--- src/pkg/tacf_defs.svh ---
`ifndef TACF_DEFS_SVH
`define TACF_DEFS_SVH
// ---------------------------------------------------------------
// Carrier and clock, in kHz; ticks are generated at fc/32
// ---------------------------------------------------------------
`define TACF_FC_KHZ     20'h034f8
`define TACF_CLK_KHZ    20'h02710
`define TACF_TICK_FC    20'h00020
`define TACF_TICK_LIM   (`TACF_CLK_KHZ * `TACF_TICK_FC)
// ---------------------------------------------------------------
// Frame constants
// ---------------------------------------------------------------
`define TACF_REQA       7'h26
`define TACF_WUPA       7'h52
`define TACF_SYNC_HI    8'hb2
`define TACF_SYNC_LO    8'h4d
`define TACF_PRE_BYTES0 4'h6
`define TACF_PRE_BYTES1 4'h8
`define TACF_PRE_BYTES2 4'ha
`define TACF_PRE_BYTES3 4'hc
`define TACF_LEN_MIN    9'h002
`define TACF_LEN_MAX    9'h0ff
`define TACF_CRCA_INIT  16'h6363
`define TACF_CRCF_INIT  16'h0000
`define TACF_POLY_MSB   16'h1021
`define TACF_POLY_LSB   16'h8408
`endif

--- src/pkg/tacf_pkg.sv ---
package tacf_pkg;
  typedef enum {
    S_IDLE, S_SHORT, S_PRE, S_SYNC0, S_SYNC1, S_LEN, S_DATA,
    S_CRC0, S_CRC1, S_DONE, S_MASK, S_WATCH, S_RECV
  } tacf_state_t;

  typedef struct packed {
    logic       antcl;
    logic       no_crc_rx;
    logic       frame_mode;
    logic       rate_424;
    logic       preamble_length_hi;
    logic       preamble_length_lo;
    logic [7:0] mask_time;
    logic [15:0] nrt_time;
    logic [8:0] tx_count;
    logic [2:0] tx_last_bits;
  } tacf_cfg_t;

  typedef struct packed {
    logic       eot;
    logic       eor;
    logic       nre;
    logic       len_err;
    logic       frame_err;
    logic       par_err;
    logic       crc_err;
    logic       coll;
    logic [7:0] coll_byte;
    logic [2:0] coll_bit;
    logic [2:0] last_bits;
    logic       rx_on;
    logic       busy;
  } tacf_stat_t;
endpackage

--- src/hdl/tacf_framer.sv ---
`timescale 1ns/100ps
`default_nettype none
`include "tacf_defs.svh"
module tacf_framer (
  input  wire logic               CLK_I,
  input  wire logic               RST_I,
  input  wire tacf_pkg::tacf_cfg_t CFG_I,
  input  wire logic               CMD_REQA_I,
  input  wire logic               CMD_WUPA_I,
  input  wire logic               CMD_TX_CRC_I,
  input  wire logic               CMD_TX_RAW_I,
  input  wire logic [7:0]         FIFO_DATA_I,
  input  wire logic               FIFO_VALID_I,
  output logic                    FIFO_POP_O,
  output logic                    TX_BIT_O,
  output logic                    TX_EN_O,
  input  wire logic               RX_STB_I,
  input  wire logic               RX_BIT_I,
  input  wire logic               RX_COLL_I,
  input  wire logic               RX_END_I,
  output logic [7:0]              RX_DATA_O,
  output logic                    RX_VALID_O,
  output tacf_pkg::tacf_stat_t    STAT_O
);
  // ---------------------------------------------------------------
  // Helpers
  // ---------------------------------------------------------------
  function automatic logic odd_par(input logic [7:0] b);
    odd_par = ~^b;
  endfunction

  function automatic logic [7:0] rev8(input logic [7:0] b);
    for (int i = 0; i < 8; i++) rev8[i] = b[7-i];
  endfunction

  // ---------------------------------------------------------------
  // Transmit and timer state
  // ---------------------------------------------------------------
  tacf_pkg::tacf_state_t st, next_st;
  logic [19:0] acc, next_acc;
  logic [1:0]  phase, next_phase;
  logic [8:0]  sh_reg, next_sh_reg;
  logic [3:0]  sh_cnt, next_sh_cnt;
  logic [3:0]  pre_left, next_pre_left;
  logic [8:0]  byte_left, next_byte_left;
  logic [15:0] crc, next_crc;
  logic [7:0]  mask_cnt, next_mask_cnt;
  logic [15:0] nrt_cnt, next_nrt_cnt;
  logic        use_crc, next_use_crc;
  logic        eot, next_eot;
  logic        nre, next_nre;
  logic        len_err, next_len_err;
  logic        tx_bit, next_tx_bit;
  logic        tick, half_step, bit_tick, empty, fm;
  logic [7:0]  crc_byte;
  logic [15:0] crc_step;
  logic [3:0]  pre_bytes;
  logic [8:0]  len_val;
  logic        any_cmd;
  logic [6:0]  short_code, next_short_code;
  // Local aliases of the state names
  localparam tacf_pkg::tacf_state_t
    S_IDLE  = tacf_pkg::S_IDLE,  S_SHORT = tacf_pkg::S_SHORT,
    S_PRE   = tacf_pkg::S_PRE,   S_SYNC0 = tacf_pkg::S_SYNC0,
    S_SYNC1 = tacf_pkg::S_SYNC1, S_LEN   = tacf_pkg::S_LEN,
    S_DATA  = tacf_pkg::S_DATA,  S_CRC0  = tacf_pkg::S_CRC0,
    S_CRC1  = tacf_pkg::S_CRC1,  S_DONE  = tacf_pkg::S_DONE,
    S_MASK  = tacf_pkg::S_MASK,  S_WATCH = tacf_pkg::S_WATCH,
    S_RECV  = tacf_pkg::S_RECV;

  assign fm      = CFG_I.frame_mode;
  assign any_cmd = CMD_REQA_I | CMD_WUPA_I | CMD_TX_CRC_I | CMD_TX_RAW_I;
  assign len_val = CFG_I.tx_count + 9'h001;
  assign empty   = (sh_cnt == 4'h0);

  always_comb begin
    case ({CFG_I.preamble_length_hi, CFG_I.preamble_length_lo})
      2'b00:   pre_bytes = `TACF_PRE_BYTES0;
      2'b01:   pre_bytes = `TACF_PRE_BYTES1;
      2'b10:   pre_bytes = `TACF_PRE_BYTES2;
      default: pre_bytes = `TACF_PRE_BYTES3;
    endcase
  end

  // Fractional divider keeps fc/32 ticks exact on average at 10 MHz
  assign tick      = (acc + `TACF_FC_KHZ) >= `TACF_TICK_LIM;
  assign half_step = tick & phase[0];
  always_comb begin
    if (!fm) begin
      bit_tick = tick & (phase == 2'b11);
    end else if (CFG_I.rate_424) begin
      bit_tick = tick;
    end else begin
      bit_tick = half_step;
    end
  end

  // CRC byte stream: the byte being loaded into the shifter
  assign crc_byte = (st == S_LEN) ? len_val[7:0] : FIFO_DATA_I;

  tacf_crc16 u_tx_crc (
    .crc_i       (crc),
    .data_i      (crc_byte),
    .lsb_first_i (!fm),
    .crc_o       (crc_step)
  );

  always_comb begin
    logic [7:0] ld;
    logic [3:0] nb;
    logic       do_ld;
    ld             = 8'h00;
    nb             = 4'h8;
    do_ld          = 1'b0;
    next_st        = st;
    next_acc       = tick ? acc + `TACF_FC_KHZ - `TACF_TICK_LIM
                          : acc + `TACF_FC_KHZ;
    next_phase     = tick ? phase + 2'b01 : phase;
    next_sh_reg    = sh_reg;
    next_sh_cnt    = sh_cnt;
    next_pre_left  = pre_left;
    next_byte_left = byte_left;
    next_crc       = crc;
    next_mask_cnt  = mask_cnt;
    next_nrt_cnt   = nrt_cnt;
    next_use_crc   = use_crc;
    next_eot       = 1'b0;
    next_nre       = 1'b0;
    next_len_err   = 1'b0;
    next_tx_bit    = tx_bit;
    FIFO_POP_O     = 1'b0;
    if (bit_tick && !empty) begin
      next_tx_bit = sh_reg[0];
      next_sh_reg = {1'b0, sh_reg[8:1]};
      next_sh_cnt = sh_cnt - 4'h1;
    end
    case (st)
      S_IDLE, S_MASK, S_WATCH: begin
        if (st == S_MASK && half_step) begin
          if (mask_cnt <= 8'h01) begin
            next_st = S_WATCH;
          end else begin
            next_mask_cnt = mask_cnt - 8'h01;
          end
        end
        if (st != S_IDLE && half_step && nrt_cnt != 16'h0000) begin
          next_nrt_cnt = nrt_cnt - 16'h0001;
          if (nrt_cnt == 16'h0001) begin
            next_nre = 1'b1;
            next_st  = S_IDLE;
          end
        end
        if (st == S_WATCH && RX_STB_I) begin
          next_st = S_RECV;
        end
        if (any_cmd) begin
          next_crc       = fm ? `TACF_CRCF_INIT : `TACF_CRCA_INIT;
          next_byte_left = CFG_I.tx_count;
          next_pre_left  = pre_pending(pre_bytes);
          next_use_crc   = CMD_TX_CRC_I;
          // Line rests low until the first bit period of the new frame
          next_tx_bit    = 1'b0;
          if (CMD_REQA_I || CMD_WUPA_I) begin
            next_st = S_SHORT;
          end else if (fm && (len_val < `TACF_LEN_MIN
                              || len_val > `TACF_LEN_MAX)) begin
            next_len_err = 1'b1;
            next_st      = S_IDLE;
          end else if (fm) begin
            next_st = S_PRE;
          end else if (CFG_I.tx_count != 9'h000) begin
            next_st = S_DATA;
          end else begin
            next_st = S_IDLE;
          end
        end
      end
      S_SHORT: begin
        if (empty) begin
          ld      = {1'b0, short_code};
          nb      = 4'h7;
          do_ld   = 1'b1;
          next_st = S_DONE;
        end
      end
      S_PRE: begin
        if (empty) begin
          do_ld         = 1'b1;
          next_pre_left = pre_left - 4'h1;
          if (pre_left == 4'h1) next_st = S_SYNC0;
        end
      end
      S_SYNC0: begin
        if (empty) begin
          ld      = `TACF_SYNC_HI;
          do_ld   = 1'b1;
          next_st = S_SYNC1;
        end
      end
      S_SYNC1: begin
        if (empty) begin
          ld      = `TACF_SYNC_LO;
          do_ld   = 1'b1;
          next_st = S_LEN;
        end
      end
      S_LEN: begin
        if (empty) begin
          ld       = len_val[7:0];
          do_ld    = 1'b1;
          next_crc = crc_step;
          next_st  = S_DATA;
        end
      end
      S_DATA: begin
        // An empty FIFO stalls the frame with the last bit held on the line rather than inventing data
        if (empty && FIFO_VALID_I) begin
          ld             = FIFO_DATA_I;
          do_ld          = 1'b1;
          FIFO_POP_O     = 1'b1;
          next_crc       = crc_step;
          next_byte_left = byte_left - 9'h001;
          if (byte_left == 9'h001) begin
            next_st = use_crc ? S_CRC0 : S_DONE;
            if (!fm && !use_crc && CFG_I.tx_last_bits != 3'h0) begin
              nb = {1'b0, CFG_I.tx_last_bits};
            end
          end
        end
      end
      S_CRC0: begin
        if (empty) begin
          ld      = fm ? crc[15:8] : crc[7:0];
          do_ld   = 1'b1;
          next_st = S_CRC1;
        end
      end
      S_CRC1: begin
        if (empty) begin
          ld      = fm ? crc[7:0] : crc[15:8];
          do_ld   = 1'b1;
          next_st = S_DONE;
        end
      end
      S_DONE: begin
        if (empty && bit_tick) begin
          next_eot      = 1'b1;
          next_st       = S_MASK;
          // Without the tolerant bit only the coarse 128/fc grid is used
          next_mask_cnt = CFG_I.antcl ? CFG_I.mask_time
                          : {CFG_I.mask_time[7:1], 1'b0};
          next_nrt_cnt  = CFG_I.nrt_time;
        end
      end
      S_RECV: begin
        if (RX_END_I) next_st = S_IDLE;
      end
      default: next_st = S_IDLE;
    endcase
    if (do_ld) begin
      if (fm) begin
        next_sh_reg = {1'b0, rev8(ld)};
      end else if (nb == 4'h8 && st != S_SHORT) begin
        next_sh_reg = {odd_par(ld), ld};
        nb          = 4'h9;
      end else begin
        next_sh_reg = {1'b0, ld};
      end
      next_sh_cnt = nb;
    end
  end

  // Short-frame code is latched with the command
  assign next_short_code = CMD_WUPA_I ? `TACF_WUPA
                         : (CMD_REQA_I ? `TACF_REQA : short_code);

  function automatic logic [3:0] pre_pending(input logic [3:0] n);
    pre_pending = n;
  endfunction

  always_ff @(posedge CLK_I) begin
    if (RST_I) begin
      st         <= tacf_pkg::S_IDLE;
      acc        <= 20'h00000;
      phase      <= 2'h0;
      sh_reg     <= 9'h000;
      sh_cnt     <= 4'h0;
      pre_left   <= 4'h0;
      byte_left  <= 9'h000;
      crc        <= 16'h0000;
      mask_cnt   <= 8'h00;
      nrt_cnt    <= 16'h0000;
      use_crc    <= 1'b0;
      eot        <= 1'b0;
      nre        <= 1'b0;
      len_err    <= 1'b0;
      tx_bit     <= 1'b0;
      short_code <= 7'h00;
    end else begin
      st         <= next_st;
      acc        <= next_acc;
      phase      <= next_phase;
      sh_reg     <= next_sh_reg;
      sh_cnt     <= next_sh_cnt;
      pre_left   <= next_pre_left;
      byte_left  <= next_byte_left;
      crc        <= next_crc;
      mask_cnt   <= next_mask_cnt;
      nrt_cnt    <= next_nrt_cnt;
      use_crc    <= next_use_crc;
      eot        <= next_eot;
      nre        <= next_nre;
      len_err    <= next_len_err;
      tx_bit     <= next_tx_bit;
      short_code <= next_short_code;
    end
  end

  // ---------------------------------------------------------------
  // Receive parser (106 kbit/s, 8 data bits plus odd parity)
  // ---------------------------------------------------------------
  logic [7:0]  rx_sh, next_rx_sh;
  logic [3:0]  rx_pos, next_rx_pos;
  logic [7:0]  rx_cnt, next_rx_cnt;
  logic [15:0] rx_crc, next_rx_crc;
  logic        coll_seen, next_coll_seen;
  logic        byte_coll, next_byte_coll;
  logic [7:0]  rx_data, next_rx_data;
  logic        rx_vld, next_rx_vld;
  tacf_pkg::tacf_stat_t rs, next_rs;
  logic [15:0] rx_crc_step;
  logic        rx_act;

  assign rx_act = (st == S_WATCH) || (st == S_RECV);

  tacf_crc16 u_rx_crc (
    .crc_i       (rx_crc),
    .data_i      (rx_sh),
    .lsb_first_i (1'b1),
    .crc_o       (rx_crc_step)
  );

  always_comb begin
    next_rx_sh     = rx_sh;
    next_rx_pos    = rx_pos;
    next_rx_cnt    = rx_cnt;
    next_rx_crc    = rx_crc;
    next_coll_seen = coll_seen;
    next_byte_coll = byte_coll;
    next_rx_data   = rx_data;
    next_rx_vld    = 1'b0;
    next_rs        = rs;
    next_rs.eor       = 1'b0;
    next_rs.frame_err = 1'b0;
    next_rs.par_err   = 1'b0;
    next_rs.crc_err   = 1'b0;
    next_rs.coll      = 1'b0;
    if (!rx_act) begin
      next_rx_pos    = 4'h0;
      next_rx_cnt    = 8'h00;
      next_rx_crc    = `TACF_CRCA_INIT;
      next_coll_seen = 1'b0;
      next_byte_coll = 1'b0;
    end else if (RX_STB_I && !RX_END_I) begin
      if (rx_pos != 4'h8) begin
        next_rx_sh  = {RX_BIT_I, rx_sh[7:1]};
        next_rx_pos = rx_pos + 4'h1;
        if (RX_COLL_I) begin
          next_byte_coll = 1'b1;
          if (!coll_seen) begin
            // Position 0 marks a collision right on a byte boundary
            next_coll_seen    = 1'b1;
            next_rs.coll      = 1'b1;
            next_rs.coll_byte = rx_cnt;
            next_rs.coll_bit  = rx_pos[2:0];
          end
          next_rs.frame_err = !CFG_I.antcl;
        end
      end else begin
        // A collided byte carries no trustworthy parity
        next_rs.par_err = (RX_BIT_I != odd_par(rx_sh))
                          && !(CFG_I.antcl && byte_coll);
        next_rx_data   = rx_sh;
        next_rx_vld    = 1'b1;
        next_rx_cnt    = rx_cnt + 8'h01;
        next_rx_crc    = rx_crc_step;
        next_rx_pos    = 4'h0;
        next_byte_coll = 1'b0;
      end
    end else if (RX_END_I && st == S_RECV) begin
      next_rs.eor       = 1'b1;
      next_rs.last_bits = 3'h0;
      if (rx_pos != 4'h0 && rx_pos != 4'h8) begin
        if (CFG_I.antcl) begin
          // Align the tail bits down; no parity follows them
          next_rx_data      = rx_sh >> (4'h8 - rx_pos);
          next_rx_vld       = 1'b1;
          next_rs.last_bits = rx_pos[2:0];
        end else begin
          next_rs.frame_err = 1'b1;
        end
      end
      next_rs.crc_err = !CFG_I.no_crc_rx && rx_crc != 16'h0000;
    end
    next_rs.eot     = eot;
    next_rs.nre     = nre;
    next_rs.len_err = len_err;
    next_rs.rx_on   = (next_st == S_WATCH) || (next_st == S_RECV);
    next_rs.busy    = next_st != S_IDLE;
  end

  always_ff @(posedge CLK_I) begin
    if (RST_I) begin
      rx_sh     <= 8'h00;
      rx_pos    <= 4'h0;
      rx_cnt    <= 8'h00;
      rx_crc    <= 16'h0000;
      coll_seen <= 1'b0;
      byte_coll <= 1'b0;
      rx_data   <= 8'h00;
      rx_vld    <= 1'b0;
      rs        <= '0;
    end else begin
      rx_sh     <= next_rx_sh;
      rx_pos    <= next_rx_pos;
      rx_cnt    <= next_rx_cnt;
      rx_crc    <= next_rx_crc;
      coll_seen <= next_coll_seen;
      byte_coll <= next_byte_coll;
      rx_data   <= next_rx_data;
      rx_vld    <= next_rx_vld;
      rs        <= next_rs;
    end
  end

  assign TX_BIT_O   = tx_bit;
  assign TX_EN_O    = rs.busy && !rs.rx_on;
  assign RX_DATA_O  = rx_data;
  assign RX_VALID_O = rx_vld;
  assign STAT_O     = rs;
endmodule
`default_nettype wire

--- src/hdl/tacf_crc16.sv ---
`timescale 1ns/100ps
`default_nettype none
`include "tacf_defs.svh"
// ---------------------------------------------------------------
// One-byte step of CRC-16, either bit order
// ---------------------------------------------------------------
module tacf_crc16 (
  input  wire logic [15:0] crc_i,
  input  wire logic [7:0]  data_i,
  input  wire logic        lsb_first_i,
  output logic      [15:0] crc_o
);
  always_comb begin
    logic [15:0] c;
    c = crc_i;
    for (int i = 0; i < 8; i++) begin
      if (lsb_first_i) begin
        c = (c[0] ^ data_i[i]) ? ((c >> 1) ^ `TACF_POLY_LSB) : (c >> 1);
      end else begin
        c = (c[15] ^ data_i[7-i]) ? ((c << 1) ^ `TACF_POLY_MSB)
                                  : (c << 1);
      end
    end
    crc_o = c;
  end
endmodule
`default_nettype wire

--- config.mk ---
export PLATFORM = sky130hd
export DESIGN_NAME = tacf_framer
export DESIGN_NICKNAME = d
export VERILOG_FILES = /design/src/pkg/tacf_pkg.sv /design/src/hdl/tacf_framer.sv /design/src/hdl/tacf_crc16.sv
export VERILOG_INCLUDE_DIRS = /design/src /design/src/pkg
export SDC_FILE = /design/constraint.sdc
export NUM_CORES = 1
export LEC_CHECK = 0
export BUFFER_PORTS_ARGS = -buffer_cell sky130_fd_sc_hd__clkbuf_2
export CORE_MARGIN = 4
export CORE_UTILIZATION = 40
export DETAILED_ROUTE_END_ITERATION = 6
export PLACE_DENSITY = 0.6
export SYNTH_ARGS = -nofsm -noshare
export SYNTH_HDL_FRONTEND = slang
export SYNTH_SLANG_ARGS = --single-unit
--- constraint.sdc ---
create_clock -name CLK_I -period 7.3 [get_ports CLK_I]
set_input_delay 0.365 -clock CLK_I [delete_from_list [all_inputs] [get_ports CLK_I]]
set_output_delay 0.365 -clock CLK_I [all_outputs]
set_load 0.02 [all_outputs]
-- Word level (Yosys, flattened, before mapping)
Cells that the tools add are included.
- register bits: 200
- input port bits: 61
- output and inout bits: 36
- add/sub/neg operators: 12
- $lt $le $gt $ge: 4
- equal/unequal tests: 40
- shifts and indexed selects: 1
- mux-type cells: 140
- bitwise logic cells: 63
- reduce and logical (&&, ||, !) cells: 77
- operator list (operator ; number):
    32-bit two-way mux ; 17
    16-bit two-way mux ; 29
    32-bit one-hot mux with 10 select lines ; 1
    32-bit by 4-bit equality test with 1-bit output, second input constant ; 6
    32-bit by 5-bit equality test with 1-bit output, second input constant ; 5
    32-bit by 3-bit equality test with 1-bit output, second input constant ; 4
    8-bit two-way mux ; 16
    13-bit two-way mux ; 8
    32-bit by 2-bit equality test with 1-bit output, second input constant ; 2
    32-bit nonzero test ; 2
    15-bit two-way mux ; 4
    8-bit one-hot mux with 7 select lines ; 1
    9-bit two-way mux ; 6
    4-bit two-way mux ; 12
    2-bit NOT with 3-bit output ; 16
    16-bit one-hot mux with 3 select lines ; 1
    32-bit by 1-bit equality test with 1-bit output, second input constant ; 1
    32-bit zero test ; 1
    32-bit by 2-bit inequality test with 1-bit output, second input constant ; 1
    16-bit one-hot mux with 2 select lines ; 1
    16-bit nonzero test ; 2
    7-bit two-way mux ; 4
    1-bit two-way mux ; 26
    3-bit NOT ; 8
    other kinds (57) ; 163

-- Depth between registers and ports, before layout
- depth in word-level cells: 28
- depth in mapped cells: 16
- mapped depth without buffers: 13

-- Hierarchy
Synthesis repeated with hierarchy kept, for this count alone.
- cells, all modules: 1471
- area total of the unflattened synthesis: 11722.5 µm²
- modules (own cells, without submodules) (module ; times used ; cells an instance ; area an instance (µm²)):
    tacf_framer ; 1 ; 1295 ; 10229.8
    tacf_crc16 (u_tx_crc) ; 1 ; 94 ; 754.5
    tacf_crc16 (u_rx_crc) ; 1 ; 82 ; 738.2

-- Worst setup path after synthesis
OpenSTA, ideal clock, no wires.
- path kind: register to register
- start point: register acc[3]
- end point: register acc[17]
- library setup time: 0.121 ns
- data arrival time: 3.358 ns
- required time: 7.179 ns
- setup slack: 3.821 ns
- stages on the path, launching flop included: 17
- period minus slack after synthesis: 3.479 ns
- cell sequence: dfxtp_1 > clkbuf_1 > inv_1 > ha_1 > or4b_1 > clkbuf_2 > nand2_1 > xnor2_1 > ha_1 > nand4b_1 > a221o_1 > a211o_1 > nand2_1 > buf_4 > a211oi_1 > a31oi_1 > mux2_2
- longest elaborated chain between the ends: 3
- elaborated cells between the ends (all ways): 4
- ends and longest elaborated chain (item ; RTL line ; source):
    from (decl) ; tacf_framer.sv:40 ; logic [19:0] acc, next_acc;
    from (signal assigned) ; tacf_framer.sv:301 ; acc <= next_acc;
    20-bit by 14-bit adder with 20-bit output (no line) (*) ; n/a ;
    20-bit by 19-bit subtractor with 20-bit output (no line) / 20-bit by 19-bit greater-or-equal comparator with 1-bit output (equally long branches) ; n/a ;
    20-bit two-way mux (no line) (*) ; n/a ;
Mark *: on every way between the ends. The rest lies on a longest branch, timed or not.
A chain may end at the register's enable or synchronous reset.

-- Worst setup path after layout
- start point: register st[10]
- end point: register crc[10]
- longest elaborated chain between the ends: 28
- elaborated cells between the ends (all ways): 60
- ends and longest elaborated chain (item ; RTL line ; source):
    from (decl) ; tacf_framer.sv:39 ; tacf_pkg::tacf_state_t st, next_st;
    from (signal assigned) ; tacf_framer.sv:283 ; st <= tacf_pkg::S_IDLE;
    from (signal assigned) ; tacf_framer.sv:300 ; st <= next_st;
    32-bit by 4-bit equality test with 1-bit output ; tacf_framer.sv:99 ; assign crc_byte = (st == S_LEN) ? len_val[7:0] : FIFO_DATA_I;
    8-bit two-way mux ; tacf_framer.sv:99 ;
    1-bit XOR ; tacf_crc16.sv:20 ; c = (c[15] ^ data_i[7-i]) ? ((c << 1) ^ `TACF_POLY_MSB)
    13-bit two-way mux ; tacf_crc16.sv:20 ;
    16-bit two-way mux ; tacf_crc16.sv:17 ; if (lsb_first_i) begin
    1-bit XOR ; tacf_crc16.sv:18 ; c = (c[0] ^ data_i[i]) ? ((c >> 1) ^ `TACF_POLY_LSB) : (c >> 1);
    16-bit two-way mux ; tacf_crc16.sv:18 ;
    16-bit two-way mux ; tacf_crc16.sv:17 ;
    (+12 left out) ; n/a ;
    1-bit XOR ; tacf_crc16.sv:20 ;
    13-bit two-way mux ; tacf_crc16.sv:20 ;
    16-bit two-way mux ; tacf_crc16.sv:17 ;
    1-bit XOR ; tacf_crc16.sv:18 ;
    16-bit two-way mux ; tacf_crc16.sv:18 ;
    16-bit two-way mux ; tacf_crc16.sv:17 ;
    16-bit two-way mux (on tied branches) ; tacf_framer.sv:217, tacf_framer.sv:208 ;
    16-bit one-hot mux with 3 select lines ; tacf_framer.sv:137 ; case (st)
    to (signal assigned) ; tacf_framer.sv:307 ; crc <= next_crc;
    to (decl) ; tacf_framer.sv:46 ; logic [15:0] crc, next_crc;
Parallel ways exist; a longest one is shown, timed or not. The select of a mux whose other input is x is not followed.

==> summary.md <==
| Metric | Value |
|---|---|
| Status | finished clean |
| Number of max-cap violations | 0 |
| Number of flip-flops in the largest register | 32 |
| Layout Skew | just under 20 ps |
| NumNets Final | roughly 1600 |
| Drt via density | ~5.6 |
| Detail Placement HPWL | 23300 µm |
| Post-synth ARST share | 0 |
| Leading cell types by total area after synthesis | dfxtp_1, nor2_1, xnor2_1, a21oi_1, nand2_1 |
| Fraction of the yosys area taken by sequential cells | 0.337 |
| Power dissipated by switching net loads | between 0.7 and 0.8 mW |
| Share of the synthesized area in the top cell type | 0.337 |
| CTS tree | yes |
| Pin count of the biggest net entering global routing | 98 |
| Data arrival at the endpoint of the critical path | 4570 ps |
| Post-Place Cells | 1891 |
| Total congestion overflow | 0 |
| Clock-pin slew on the worst setup and hold paths | about 80 ps |
| Wire length of the first global-routing pass | 52300 µm |
| Tightest Hold Check Type | in -> reg |
| Switching fraction of total power | 0.303 |
| Die Wd | 179 µm |
| Maximum frequency from static timing analysis | between 200 and 250 MHz |
| CP required | 7660 ps |
| Top-level port count | slightly below 100 |
| Combinational group share of total power | 0.119 |
| Post-synth EDFFs | 0 |
| Placement row count | 62 |
| Final WS setup | just over 3000 ps |
| CP startpoint kind | register |
| Number of distinct standard cells referenced by the synthesized netlist | 89 |
| Last weighted congestion value of the routability-driven placer | a little under 0.9 |
| Commonest non-fill, non-tap cell in the layout | dfxtp_1 |
| Number of buffers inserted by hold repair at cts | 0 |
| Met2 routing resource usage after global routing | 0.313 |
| Root buffer cell | clkbuf_16 |
| Count of inserted antenna diode cells | 0 |
| Setup TNS Final | 0 ps |
| Maximum fanout along the worst path | 18 |
| Die Outline Area | approximately 32000 µm² |
| Main synth FF type | dfxtp_1 |
| Post-route cell area | between 10000 and 15000 µm² |
| Final clock period utilization by the worst path | 0.577 |
| Share of total power in sequential cells | 0.471 |
| Worst flop-to-flop path startpoint | st[10] |
| Pre-CTS setup slack | 3160 ps |
| Dpl cell area | between 10000 and 15000 µm² |
| Maximum buffer depth of the clock tree | 2 |
| Busiest layer in global routing | met2 |
| Total number of yosys warnings | 0 |
| Cell leakage power | between 4 and 5 nW |
| DR vias | 10800 |
| Violation count after the first detailed-routing iteration | between 900 and 1000 |
| Initial antenna violation count | 2 |
| Number of storage elements in the synthesis netlist | approximately 200 |
| Power consumption | between 2 and 2.5 mW |
| Global-route track usage on met3 | 0.0415 |
| Internal power contribution | 1.69 mW |
| Remaining number of nets flagged by the antenna check after routing | 0 |
| Leading area contributor after synthesis | dfxtp_1 |
| Number of hold violations in the final report | 0 |
| Number of buffers inserted during clock tree synthesis | 17 |
| Fraction of final layout cells with drive strength greater than 1 | 0.112 |
| Via count of the first global-routing pass | around 9900 |
| Core Region | between 20000 and 30000 µm² |
| Die Height | about 180 µm |
| Number of DRC violations after detailed routing | 0 |
| Area growth from synthesis to layout | 11.9% |
| Clock network power share | 0.410 |
| Maximum resistive drop on vdd | between 100 and 150 µV |
| Transition time at the pin with the least slew margin | between 1000 and 1500 ps |
| Storage cell area | 3920 µm² |
| Syn Std Cell Area | around 12000 µm² |
| Final slew viol count | 0 |
| Final hold slack | 192 ps |
| Kind of critical path | reg -> reg |
| Unrepaired setup endpoints after global routing | no |
| Wirelength per Cell | roughly 17 µm |
| Initial Utilization | 0.405 |
| Post-route insts no fill | approximately 1900 |
| Hold Path Origin | CMD_WUPA_I |
| Detailed Routing Iterations Pass 1 | 6 |
| Top reg by flops | st |
| GR met1 Demand/Resource | 0.281 |
| Sum of routed wire length over all layers | ~33000 µm |
| Source of the critical timing path | st[10] |
| Relative slew slack | 0.244 |
| Setup Buffers After CTS | 0 |
| Final worst path period need | 4210 ps |
| Footprint of the multi-input gates | about 7300 µm² |
| Count of mapped cells out of synthesis | about 1500 |
| Kind of end point of the critical path | register |
| Number of resized instances in the post-cts repair step | 0 |
| Global router's overall resource usage | 0.202 |
| Htree depth | 4 |
| Utilization of the core after routing | 0.454 |
| Most frequent cells in the layout | dfxtp_1, nor2_1, nand2_1, a21oi_1, clkbuf_2 |
| CTS Sinks | 196 |
| Ratio of total power to cell area | ~190 nW/µm² |
| Port buffer count | 96 |
| Final setup violating endpoints | 0 |
| Syn_area_per_cell | ~7.9 µm² |
| Filler instances | roughly 3000 |
| Clock latency of the later-clocked register in the worst-skew pair | about 450 ps |
## synth_stat cells (6+ instances only)
cell	number
a211oi_1	31
a21o_1	11
a21oi_1	118
a221oi_1	6
a22o_1	6
a22oi_1	16
a31oi_1	14
and3_1	9
buf_1	7
buf_2	10
clkbuf_1	78
dfxtp_1	196
ha_1	23
inv_1	36
mux2i_1	38
nand2_1	136
nand2b_1	21
nand3_1	32
nand3b_1	11
nand4_1	21
nor2_1	181
nor2b_1	16
nor3_1	54
nor3b_1	6
nor4_1	22
o211ai_1	11
o21a_1	7
o21ai_0	66
o21ai_1	8
o22ai_1	8
o31ai_1	10
or2_2	6
or3_1	18
or4_1	7
xnor2_1	77
xor2_1	50
## worst max-delay path, cell delays in order, from the launching register on
cell and delay (ps):
dfxtp_1 300, nor4_1 390, nand4_1 770, nor3_2 1030, nand3_1 310, o21ai_0 280
o21ai_2 310, or4b_1 570, o211ai_1 160
## area by class of cell
cell class / instances / area share
clock buffers: 17 / 0.0327
clock inverters: 15 / 0.0159
inverters: 37 / 0.0107
multi-input cells: 1169 / 0.560
flip-flops and latches: 196 / 0.301
well taps: 384 / 0.0369
repair buffers: 105 / 0.0423
## power groups by stage
| stage | combinational (mW) | sequential [mW] | clock, mW |
|---|---|---|---|
| after floorplan | 0.235 | 1.14 | 0 |
| after global placement | 0.284 | 1.17 | 0 |
| after detailed placement | 0.285 | 1.17 | 0 |
| after CTS | 0.287 | 1.15 | 1.02 |
| after global routing | 0.322 | 1.15 | 1.06 |
| final | 0.289 | 1.15 | 0.996 |
## cell families (layout without fill, tap and decap cells)
kind of cell | count (synthesis) | after routing | share of synthesized area
flip-flops | 196 | 196 | 0.337
adder cells (fa/ha/maj) | 23 | 23 | 0.0247
other | 1 | 28 | 0.000322
XOR/XNOR | 130 | 130 | 0.101
multiplexers | 44 | 44 | 0.0404
AND/OR/NAND/NOR | 571 | 571 | 0.240
AO/OA/AOI/OAI | 373 | 373 | 0.209
buffers and inverters | 136 | 174 | 0.0467
## layer usage
metal | wire length [µm] | vias up
met5 | 21 | -
met4 | 851 | 4
met3 | 1820 | 67
met2 | 14500 | 324
met1 | 15400 | 5031
li1 | - | 5359
## final timing paths
path,slack [ps],endpoint,cells after the start
worst max-delay path,3090,crc[10],8
worst min-delay path,190,short_code[2],2
worst max register to register,3090,crc[10],8
worst min register to register,450,STAT_O[20],1
(Power assumes the default switching activity.)
